`config.mk`:
```
export PLATFORM = sky130hd
export DESIGN_NAME = port_power_oc_ctl
export DESIGN_NICKNAME = d
export VERILOG_FILES = /design/src/inc/port_power_pkg.sv /design/src/design/port_power_oc_ctl.sv /design/src/design/level_sync.sv
export SDC_FILE = /design/constraint.sdc
export NUM_CORES = 1
export LEC_CHECK = 0
export BUFFER_PORTS_ARGS = -buffer_cell sky130_fd_sc_hd__buf_2
export CAP_MARGIN = 40
export CORE_UTILIZATION = 23
export CTS_BUF_LIST = sky130_fd_sc_hd__clkbuf_8
export DETAILED_ROUTE_END_ITERATION = 6
export MAX_ROUTING_LAYER = met4
export PLACE_DENSITY = 0.51
export SYNTH_ARGS = -nofsm -noshare
export SYNTH_HDL_FRONTEND = slang
export SYNTH_HIERARCHICAL = 1
export SYNTH_SLANG_ARGS = --single-unit
```
`constraint.sdc`:
```
create_clock -name clk -period 2.3 [get_ports clk]
set_input_delay 0.115 -clock clk [delete_from_list [all_inputs] [get_ports clk]]
set_output_delay 0.115 -clock clk [all_outputs]
set_load 0.01 [all_outputs]
```
`src/inc/port_power_pkg.sv`:
```
// Purpose: Shared constants and types for downstream port power / overcurrent control
// Assumes: 100 MHz core clock, six downstream ports, plain register port
`default_nettype none

package port_power_pkg;

    // ==================================================================
    // Sizes
    localparam int NPORTS    = 6;
    localparam int ADDR_W    = 8;
    localparam int DATA_W    = 32;
    localparam int SS_FIRST  = 2;
    localparam int SS_NUM    = 3;

    // ==================================================================
    // Register byte offsets
    localparam logic [ADDR_W-1:0] REG_CTRL       = 8'h00;
    localparam logic [ADDR_W-1:0] REG_HOST_POWER = 8'h04;
    localparam logic [ADDR_W-1:0] REG_SS_ENABLE  = 8'h08;
    localparam logic [ADDR_W-1:0] REG_STATUS     = 8'h0c;
    localparam logic [ADDR_W-1:0] REG_INT_STATUS = 8'h10;
    localparam logic [ADDR_W-1:0] REG_INT_MASK   = 8'h14;

    // ==================================================================
    // Field positions
    localparam int CTRL_ENABLE_LSB = 0;
    localparam int CTRL_SPLIT_BIT  = 8;
    localparam int STAT_ON_LSB     = 0;
    localparam int STAT_OC_LSB     = 8;

    // ==================================================================
    // Reset values
    localparam logic [NPORTS-1:0] CFG_ENABLE_RST = 6'h3f;
    localparam logic              SPLIT_RST      = 1'h0;
    localparam logic [NPORTS-1:0] HOST_POWER_RST = 6'h00;
    localparam logic [SS_NUM-1:0] SS_ENABLE_RST  = 3'h0;
    localparam logic [NPORTS-1:0] INT_MASK_RST   = 6'h00;

    // Ports whose pin follows the split setting; port 6 never does
    localparam logic [NPORTS-1:0] SPLIT_CAPABLE  = 6'h1f;

    // ==================================================================
    // Timing
    localparam int CLK_PERIOD_NS   = 10;
    localparam int OC_BLANK_NS     = 1000;
    localparam int OC_BLANK_CYCLES = (OC_BLANK_NS + CLK_PERIOD_NS - 1) / CLK_PERIOD_NS;

    // ==================================================================
    // Pin drive carrier: oe_n low while the block drives the pin
    typedef struct packed {
        logic pull_up;
        logic oe_n;
        logic out;
    } pin_ctl_s;

endpackage : port_power_pkg

`default_nettype wire

```
`src/design/port_power_oc_ctl.sv`:
```
// Purpose: Power enable / overcurrent sense control for six downstream ports
// Assumes: Pins are shared: pull-up input when on, driven low when off
// Notes:   Pins arrive asynchronously and are synchronised before use
`default_nettype none

module port_power_oc_ctl
    import port_power_pkg::*;
#(
    parameter int BLANK_CYCLES = OC_BLANK_CYCLES
) (
    input  wire logic              clk,
    input  wire logic              rstn,
    // Register port
    input  wire logic [ADDR_W-1:0] addr,
    input  wire logic [DATA_W-1:0] wdata,
    input  wire logic              wr,
    input  wire logic              rd,
    output logic      [DATA_W-1:0] rdata,
    output logic                   irq,
    // Shared power / overcurrent pins, input side
    input  wire logic              port1_power_oc_pin_in,
    input  wire logic              port2_power_oc_pin_in,
    input  wire logic              port3_power_oc_pin_in,
    input  wire logic              port4_power_oc_pin_in,
    input  wire logic              port5_power_oc_pin_in,
    input  wire logic              port6_power_oc_pin_in,
    // Shared power / overcurrent pins, drive side
    output pin_ctl_s               port1_power_oc_pin,
    output pin_ctl_s               port2_power_oc_pin,
    output pin_ctl_s               port3_power_oc_pin,
    output pin_ctl_s               port4_power_oc_pin,
    output pin_ctl_s               port5_power_oc_pin,
    output pin_ctl_s               port6_power_oc_pin,
    // Superspeed portion enables for split ports
    output logic                   port3_superspeed_enable,
    output logic                   port4_superspeed_enable,
    output logic                   port5_superspeed_enable,
    // Reports to hub control logic
    output logic      [NPORTS-1:0] oc_event,
    output logic      [NPORTS-1:0] oc_usb2,
    output logic      [NPORTS-1:0] oc_usb3
);

    // ==================================================================
    // Local sizes
    localparam int BW = $clog2(BLANK_CYCLES + 1);
    localparam logic [BW-1:0] BLANK_LOAD = BW'(BLANK_CYCLES);

    // ==================================================================
    // Helpers

    // Places a port-wide field at its bit position in a read word
    function automatic logic [DATA_W-1:0] place(
        input logic [NPORTS-1:0] val,
        input int                lsb
    );
        logic [DATA_W-1:0] w;
        w = '0;
        w[lsb +: NPORTS] = val;
        return w;
    endfunction : place

    // Write strobe for one register offset
    function automatic logic hit(
        input logic              strobe,
        input logic [ADDR_W-1:0] a,
        input logic [ADDR_W-1:0] offset
    );
        return strobe && (a == offset);
    endfunction : hit

    // ==================================================================
    // Software-visible state
    logic [NPORTS-1:0] cfg_enable;
    logic [NPORTS-1:0] next_cfg_enable;

    logic              split_port_mode;
    logic              next_split_port_mode;

    logic [NPORTS-1:0] host_power;
    logic [NPORTS-1:0] next_host_power;

    logic [SS_NUM-1:0] ss_enable;
    logic [SS_NUM-1:0] next_ss_enable;

    logic [NPORTS-1:0] int_status;
    logic [NPORTS-1:0] next_int_status;

    logic [NPORTS-1:0] int_mask;
    logic [NPORTS-1:0] next_int_mask;

    logic [DATA_W-1:0] next_rdata;
    logic              next_irq;

    // ==================================================================
    // Port state
    logic [NPORTS-1:0] port_on;

    logic [NPORTS-1:0] pin_on;
    logic [NPORTS-1:0] next_pin_on;

    logic [NPORTS-1:0] pin_raw;
    logic [NPORTS-1:0] pin_sync;

    logic [NPORTS-1:0] oc_level;
    logic [NPORTS-1:0] next_oc_level;

    logic [NPORTS-1:0] next_oc_event;
    logic [NPORTS-1:0] next_oc_usb2;
    logic [NPORTS-1:0] next_oc_usb3;

    logic [SS_NUM-1:0] ss_out;
    logic [SS_NUM-1:0] next_ss_out;

    pin_ctl_s          pin_drv      [NPORTS];
    pin_ctl_s          next_pin_drv [NPORTS];

    // ==================================================================
    // Pin gathering, one pin per port in port order

    assign pin_raw = {port6_power_oc_pin_in,
                      port5_power_oc_pin_in,
                      port4_power_oc_pin_in,
                      port3_power_oc_pin_in,
                      port2_power_oc_pin_in,
                      port1_power_oc_pin_in};

    // Idle-high init keeps a floating or disabled pin from reading as fault
    level_sync #(
        .WIDTH (NPORTS),
        .INIT  ({NPORTS{1'b1}})
    ) u_pin_sync (
        .clk      (clk),
        .rstn     (rstn),
        .async_in (pin_raw),
        .sync_out (pin_sync)
    );

    // A port is on only when configuration and host both allow it
    assign port_on = cfg_enable & host_power;

    // ==================================================================
    // Register file: next values
    always_comb begin
        next_cfg_enable      = cfg_enable;
        next_split_port_mode = split_port_mode;
        next_host_power      = host_power;
        next_ss_enable       = ss_enable;
        next_int_mask        = int_mask;
        next_int_status      = int_status;
        next_rdata           = '0;

        if (hit(wr, addr, REG_CTRL)) begin
            next_cfg_enable      = wdata[CTRL_ENABLE_LSB +: NPORTS];
            next_split_port_mode = wdata[CTRL_SPLIT_BIT];
        end

        if (hit(wr, addr, REG_HOST_POWER)) begin
            next_host_power = wdata[NPORTS-1:0];
        end

        if (hit(wr, addr, REG_SS_ENABLE)) begin
            next_ss_enable = wdata[SS_NUM-1:0];
        end

        if (hit(wr, addr, REG_INT_MASK)) begin
            next_int_mask = wdata[NPORTS-1:0];
        end

        if (hit(wr, addr, REG_INT_STATUS)) begin
            next_int_status = int_status & ~wdata[NPORTS-1:0];
        end
        // A new event in the clearing cycle stays set
        next_int_status = next_int_status | next_oc_event;

        if (rd) begin
            unique case (addr)
                REG_CTRL: begin
                    next_rdata = place(cfg_enable, CTRL_ENABLE_LSB);
                    next_rdata[CTRL_SPLIT_BIT] = split_port_mode;
                end

                REG_HOST_POWER: begin
                    next_rdata = place(host_power, 0);
                end

                REG_SS_ENABLE: begin
                    next_rdata = DATA_W'(ss_enable);
                end

                REG_STATUS: begin
                    next_rdata = place(pin_on, STAT_ON_LSB)
                               | place(oc_level, STAT_OC_LSB);
                end

                REG_INT_STATUS: begin
                    next_rdata = place(int_status, 0);
                end

                REG_INT_MASK: begin
                    next_rdata = place(int_mask, 0);
                end

                default: begin
                    next_rdata = '0;
                end
            endcase
        end

        next_irq = |(next_int_status & next_int_mask);
    end

    // ==================================================================
    // Register file: state
    always_ff @(posedge clk or negedge rstn) begin
        if (!rstn) begin
            cfg_enable      <= CFG_ENABLE_RST;
            split_port_mode <= SPLIT_RST;
            host_power      <= HOST_POWER_RST;
            ss_enable       <= SS_ENABLE_RST;
            int_status      <= '0;
            int_mask        <= INT_MASK_RST;
            rdata           <= '0;
            irq             <= 1'b0;
        end else begin
            cfg_enable      <= next_cfg_enable;
            split_port_mode <= next_split_port_mode;
            host_power      <= next_host_power;
            ss_enable       <= next_ss_enable;
            int_status      <= next_int_status;
            int_mask        <= next_int_mask;
            rdata           <= next_rdata;
            irq             <= next_irq;
        end
    end

    // ==================================================================
    // Per-port pin control and overcurrent sensing
    generate
        for (genvar p = 0; p < NPORTS; p++) begin : g_port
            logic [BW-1:0] blank;
            logic [BW-1:0] next_blank;
            logic          sensing;

            // The pull-up needs time to lift the pin after power-on,
            // so a low level is ignored until the blanking window ends
            assign sensing = pin_on[p] && (blank == '0);

            always_comb begin
                next_pin_on[p] = port_on[p];

                // Reload while off, so every power-on is blanked
                if (!pin_on[p]) begin
                    next_blank = BLANK_LOAD;
                end else if (blank != '0) begin
                    next_blank = blank - BW'(1);
                end else begin
                    next_blank = blank;
                end

                if (port_on[p]) begin
                    next_pin_drv[p].pull_up = 1'b1;
                    next_pin_drv[p].oe_n    = 1'b1;
                    next_pin_drv[p].out     = 1'b0;
                end else begin
                    next_pin_drv[p].pull_up = 1'b0;
                    next_pin_drv[p].oe_n    = 1'b0;
                    next_pin_drv[p].out     = 1'b0;
                end

                // Low level on a powered, settled pin is overcurrent
                next_oc_level[p] = sensing && port_on[p] && !pin_sync[p];
                next_oc_event[p] = next_oc_level[p] && !oc_level[p];
                next_oc_usb2[p]  = next_oc_level[p];

                // Superspeed portion follows the pin unless split away
                if (SPLIT_CAPABLE[p]) begin
                    next_oc_usb3[p] = next_oc_level[p] && !split_port_mode;
                end else begin
                    next_oc_usb3[p] = next_oc_level[p];
                end
            end

            always_ff @(posedge clk or negedge rstn) begin
                if (!rstn) begin
                    blank      <= BLANK_LOAD;
                    pin_on[p]  <= 1'b0;
                    pin_drv[p] <= '{pull_up: 1'b0, oe_n: 1'b0, out: 1'b0};
                    oc_level[p] <= 1'b0;
                    oc_event[p] <= 1'b0;
                    oc_usb2[p]  <= 1'b0;
                    oc_usb3[p]  <= 1'b0;
                end else begin
                    blank       <= next_blank;
                    pin_on[p]   <= next_pin_on[p];
                    pin_drv[p]  <= next_pin_drv[p];
                    oc_level[p] <= next_oc_level[p];
                    oc_event[p] <= next_oc_event[p];
                    oc_usb2[p]  <= next_oc_usb2[p];
                    oc_usb3[p]  <= next_oc_usb3[p];
                end
            end
        end
    endgenerate

    // ==================================================================
    // Superspeed enables for ports 3 to 5 of the split-capable ports 1 to 5
    generate
        for (genvar s = 0; s < SS_NUM; s++) begin : g_ss
            // Held low with split off, so a board may leave it unused
            always_comb begin
                next_ss_out[s] = split_port_mode && ss_enable[s];
            end

            always_ff @(posedge clk or negedge rstn) begin
                if (!rstn) begin
                    ss_out[s] <= 1'b0;
                end else begin
                    ss_out[s] <= next_ss_out[s];
                end
            end
        end
    endgenerate

    // ==================================================================
    // Outputs, all taken from registers above

    assign port1_power_oc_pin = pin_drv[0];
    assign port2_power_oc_pin = pin_drv[1];
    assign port3_power_oc_pin = pin_drv[2];
    assign port4_power_oc_pin = pin_drv[3];
    assign port5_power_oc_pin = pin_drv[4];
    assign port6_power_oc_pin = pin_drv[5];

    assign port3_superspeed_enable = ss_out[0];
    assign port4_superspeed_enable = ss_out[1];
    assign port5_superspeed_enable = ss_out[2];

    // Floating a pin is safe only while its port stays disabled: the
    // driven-low output then defines the net and sensing is off

endmodule : port_power_oc_ctl

`default_nettype wire

```
`src/design/level_sync.sv`:
```
// Purpose: Two-stage synchroniser for a bundle of slow levels
// Assumes: Each bit is an independent level; no bus coherency needed
// Notes:   First stage feeds only the second stage
`default_nettype none

module level_sync #(
    parameter int               WIDTH = 1,
    parameter logic [WIDTH-1:0] INIT  = '1
) (
    input  wire logic             clk,
    input  wire logic             rstn,
    input  wire logic [WIDTH-1:0] async_in,
    output logic      [WIDTH-1:0] sync_out
);

    logic [WIDTH-1:0] meta;

    always_ff @(posedge clk or negedge rstn) begin
        if (!rstn) begin
            meta     <= INIT;
            sync_out <= INIT;
        end else begin
            meta     <= async_in;
            sync_out <= meta;
        end
    end

endmodule : level_sync

`default_nettype wire

```
==> flow_summary.json <==
{
  "cp-end-kind": "flip-flop",
  "regToRegSetupSlack_ps": 360,
  "portBuffers": 70,
  "async_flop_share_pct": 100,
  "core-area_um2": 22800,
  "ant_nets": 0,
  "dr_wl_met2_um": 6010,
  "p_per_area_nw_per_um2": 649,
  "post-place-cells": 854,
  "wl_met3_um": 980,
  "antenna_found_initial": 1,
  "die-width_um": 155,
  "min_from": "rd",
  "chipHeight_um": 155,
  "drt_pass1_iterations": 6,
  "synth.distinct_cells": 49,
  "cts_buffers": 17,
  "final_cell_mix": "dfrtp_1, buf_2, dfstp_2",
  "cts_buffer_depth": 2,
  "grt_pass1_wl_um": 21200,
  "vias_per_cell": 4.24,
  "synth_top_family_by_area": "simple AND/OR/NAND/NOR gates",
  "reg2reg_depth": 5,
  "synth_area_per_cell_um2": 11.7,
  "routed_wl_um": 13100,
  "path_clk_slew_ps": 70,
  "min_path_type": "primary input to flip-flop",
  "pin_count": 122,
  "rows": 55,
  "die-area_um2": 24100,
  "cts_tree": "yes",
  "synthSimpleGateAreaFrac_pct": 17.2,
  "synth-seq-cells": 121,
  "synth_compound_area_share_pct": 7.56,
  "fin_crit_ps": 2170,
  "grt_max_degree": 52,
  "rsz0062_at_grt": "false",
  "areaGrowthSynthToFinish_pct": 24.5,
  "ctsHtreeMaxLevel": 4,
  "reg2reg_from": "g_port[2].blank[3]$_DFFE_PN0P_",
  "p_leak_nw": 3.31,
  "vias": 3820,
  "synth-edff-count": 0,
  "dp_hpwl_um": 9430,
  "synthCells": 460,
  "wl_met1_um": 6030,
  "synthXorXnorAreaFrac_pct": 3.73,
  "worstMarginPinSlew_ps": 578,
  "final_max_slew_viol_count": 0,
  "hold_path_depth": 2,
  "cts.sinks": 121,
  "fmax_mhz": 460,
  "route.detailed.drc": 0,
  "hold_violations": 0,
  "drive_above_1_share_pct": 31.3,
  "dr.first_iter.drc_count": 212,
  "initial_core_util_pct": 23.6,
  "synth_adder_area_share_pct": 2.78,
  "worstReg2RegEnd": "g_port[2].blank[4]$_DFFE_PN0P_",
  "crit_required_ps": 2600,
  "cp_max_fo": 4,
  "nets": 636,
  "muxShareOfSynthArea_pct": 4.68,
  "min_period_over_period_pct": 94.5,
  "gp_congestion": 0.818,
  "grt.total_usage_pct": 12.0,
  "relSlewSlack_pct": 61.4,
  "cap_violations": 0,
  "ir_drop_v": 0.000282,
  "critPathKind": "primary input to flip-flop",
  "final_common_cell": "dfrtp_1",
  "top_layer_used": "met4",
  "ys_seq_area_share_pct": 56.9,
  "ctsResizeCount": 0,
  "finClkSkew_ps": 11.6,
  "fin_cells": 901,
  "finalSetupTns_ps": 0,
  "cts_root_buffer": "clkbuf_8",
  "holdPathEnd": "rdata[9]$_DFF_PN0_",
  "clock_latency_ps": 430,
  "setup_viol": 0,
  "cp-start-kind": "primary input",
  "grt_overflow": 0,
  "wl_per_cell_um": 14.6,
  "ys_warn_count": 6,
  "status": "finished clean",
  "synth_ff_type": "dfrtp_1",
  "worstPathArrival_ps": 2480,
  "synthesis.area_um2": 5400,
  "first_global_vias": 3969
}
cell families (layout without fill, tap and decap cells):
group	after synthesis	after routing
AND/OR/NAND/NOR	162	162
flip-flops	121	121
buffers and inverters	66	168
AO/OA/AOI/OAI	53	53
XOR/XNOR	23	23
multiplexers	22	22
adder cells (fa/ha/maj)	12	12
other	1	27
layout make-up:
class                   instances  area (µm²)
diodes                          1        2.50
clock buffers                  18         248
clock inverters                14         159
fillers                      2370       16100
inverters                      27         101
multi-input cells             298        2040
flip-flops and latches        121        3070
well taps                     313         392
repair buffers                109         706
state kept, by name, summed over array words and instances, names as in the netlist:
| register | flops |
|---|---|
| cfg_enable | 6 |
| g_port.blank | 42 |
| host_power | 6 |
| int_mask | 6 |
| int_status | 6 |
| irq | 1 |
| oc_event | 6 |
| oc_level | 6 |
| oc_usb3 | 5 |
| port1_power_oc_pin | 1 |
| port2_power_oc_pin | 1 |
| port3_power_oc_pin | 1 |
| port3_superspeed_enable | 1 |
| port4_power_oc_pin | 1 |
| port4_superspeed_enable | 1 |
| port5_power_oc_pin | 1 |
| port5_superspeed_enable | 1 |
| port6_power_oc_pin | 1 |
| rdata | 12 |
| split_port_mode | 1 |
| ss_enable | 3 |
| u_pin_sync/meta | 6 |
| u_pin_sync/sync_out | 6 |
synth_stat cells, drive strengths merged (2+ instances only):
| cell type | instances | share of area [%] |
|---|---|---|
| mux2i | 2 | 0.37 |
| ha | 12 | 2.8 |
| o2bb2ai | 3 | 0.49 |
| or3 | 4 | 0.46 |
| and4b | 8 | 1.5 |
| and3b | 4 | 0.65 |
| nor4 | 9 | 1.0 |
| nand4 | 10 | 1.2 |
| inv | 27 | 1.9 |
| buf | 35 | 4.9 |
| a21oi | 7 | 0.65 |
| o211a | 6 | 1.1 |
| o31ai | 3 | 0.42 |
| a2bb2oi | 2 | 0.32 |
| clkbuf | 4 | 0.28 |
| nor4b | 2 | 0.32 |
| and2 | 27 | 3.1 |
| a21boi | 4 | 0.56 |
| o21ai | 6 | 0.56 |
| nand4b | 6 | 0.97 |
| dfstp | 36 | 18 |
| a222oi | 7 | 1.3 |
| nand3 | 9 | 0.83 |
| a31oi | 2 | 0.23 |
| mux2 | 20 | 4.3 |
| nor3 | 8 | 0.74 |
| nand2 | 31 | 2.2 |
| or4b | 2 | 0.37 |
| dfrtp | 85 | 39 |
| and3 | 8 | 0.93 |
| a31o | 3 | 0.49 |
| xor2 | 15 | 2.4 |
| nor2 | 24 | 1.7 |
| xnor2 | 8 | 1.3 |
| nand3b | 6 | 0.83 |
| a22oi | 5 | 0.70 |
metal layers:
layer,up-vias,track usage [%]
met5,-,-
met4,0,3.08
met3,10,3.65
met2,143,18.3
met1,1875,15.4
li1,1792,-
worst max-delay path by stage:
| stage | start | endpoint | slack, ps | depth (start not counted) |
|---|---|---|---|---|
| 3_5_place_dp | addr[5] | irq$_DFF_PN0_ | -300 | 7 |
| 6_report | addr[5] | irq$_DFF_PN0_ | 130 | 7 |
| 4_1_cts | addr[5] | irq$_DFF_PN0_ | 170 | 7 |
| 2_1_floorplan | addr[5] | irq$_DFF_PN0_ | -30 | 6 |
| 5_1_grt | addr[5] | irq$_DFF_PN0_ | 110 | 7 |
| 3_3_place_gp | addr[5] | irq$_DFF_PN0_ | -230 | 7 |
per-stage QoR:
stage	util, %	worst slack (ps)	power, mW	area (µm²)	hold slack (ps)
finish	29.4	127	4.36	6720	65.1
global route	29.4	106	4.55	6720	53.3
CTS	29.4	169	4.44	6720	39.0
detailed placement	27.0	-301	2.44	6170	163
global placement	27.0	-231	2.43	6170	150
floorplan	-	-32.3	2.34	5490	-181
what timing repair did:
| item | CTS | global route |
|---|---|---|
| hold endpoints to repair | 51 | 0 |
| hold buffers | 14 | 0 |
| buffers inserted | 0 | 0 |
| endpoints found under the setup margin | 0 | 0 |
where the power goes:
part	internal (mW)	total, mW	leakage (nW)	switching, mW
Combinational	0.0819	0.206	1.57	0.124
Clock	1.09	1.95	0.205	0.859
Sequential	2.18	2.21	1.53	0.0277
critical path, cell delays in order:
cell      delay, ps
buf_2           110
or4b_1          590
or4_1           570
buf_4           200
mux2_2          270
a21boi_0        130
or4b_1          480
Note: power is estimated with default switching activity, not from simulation.
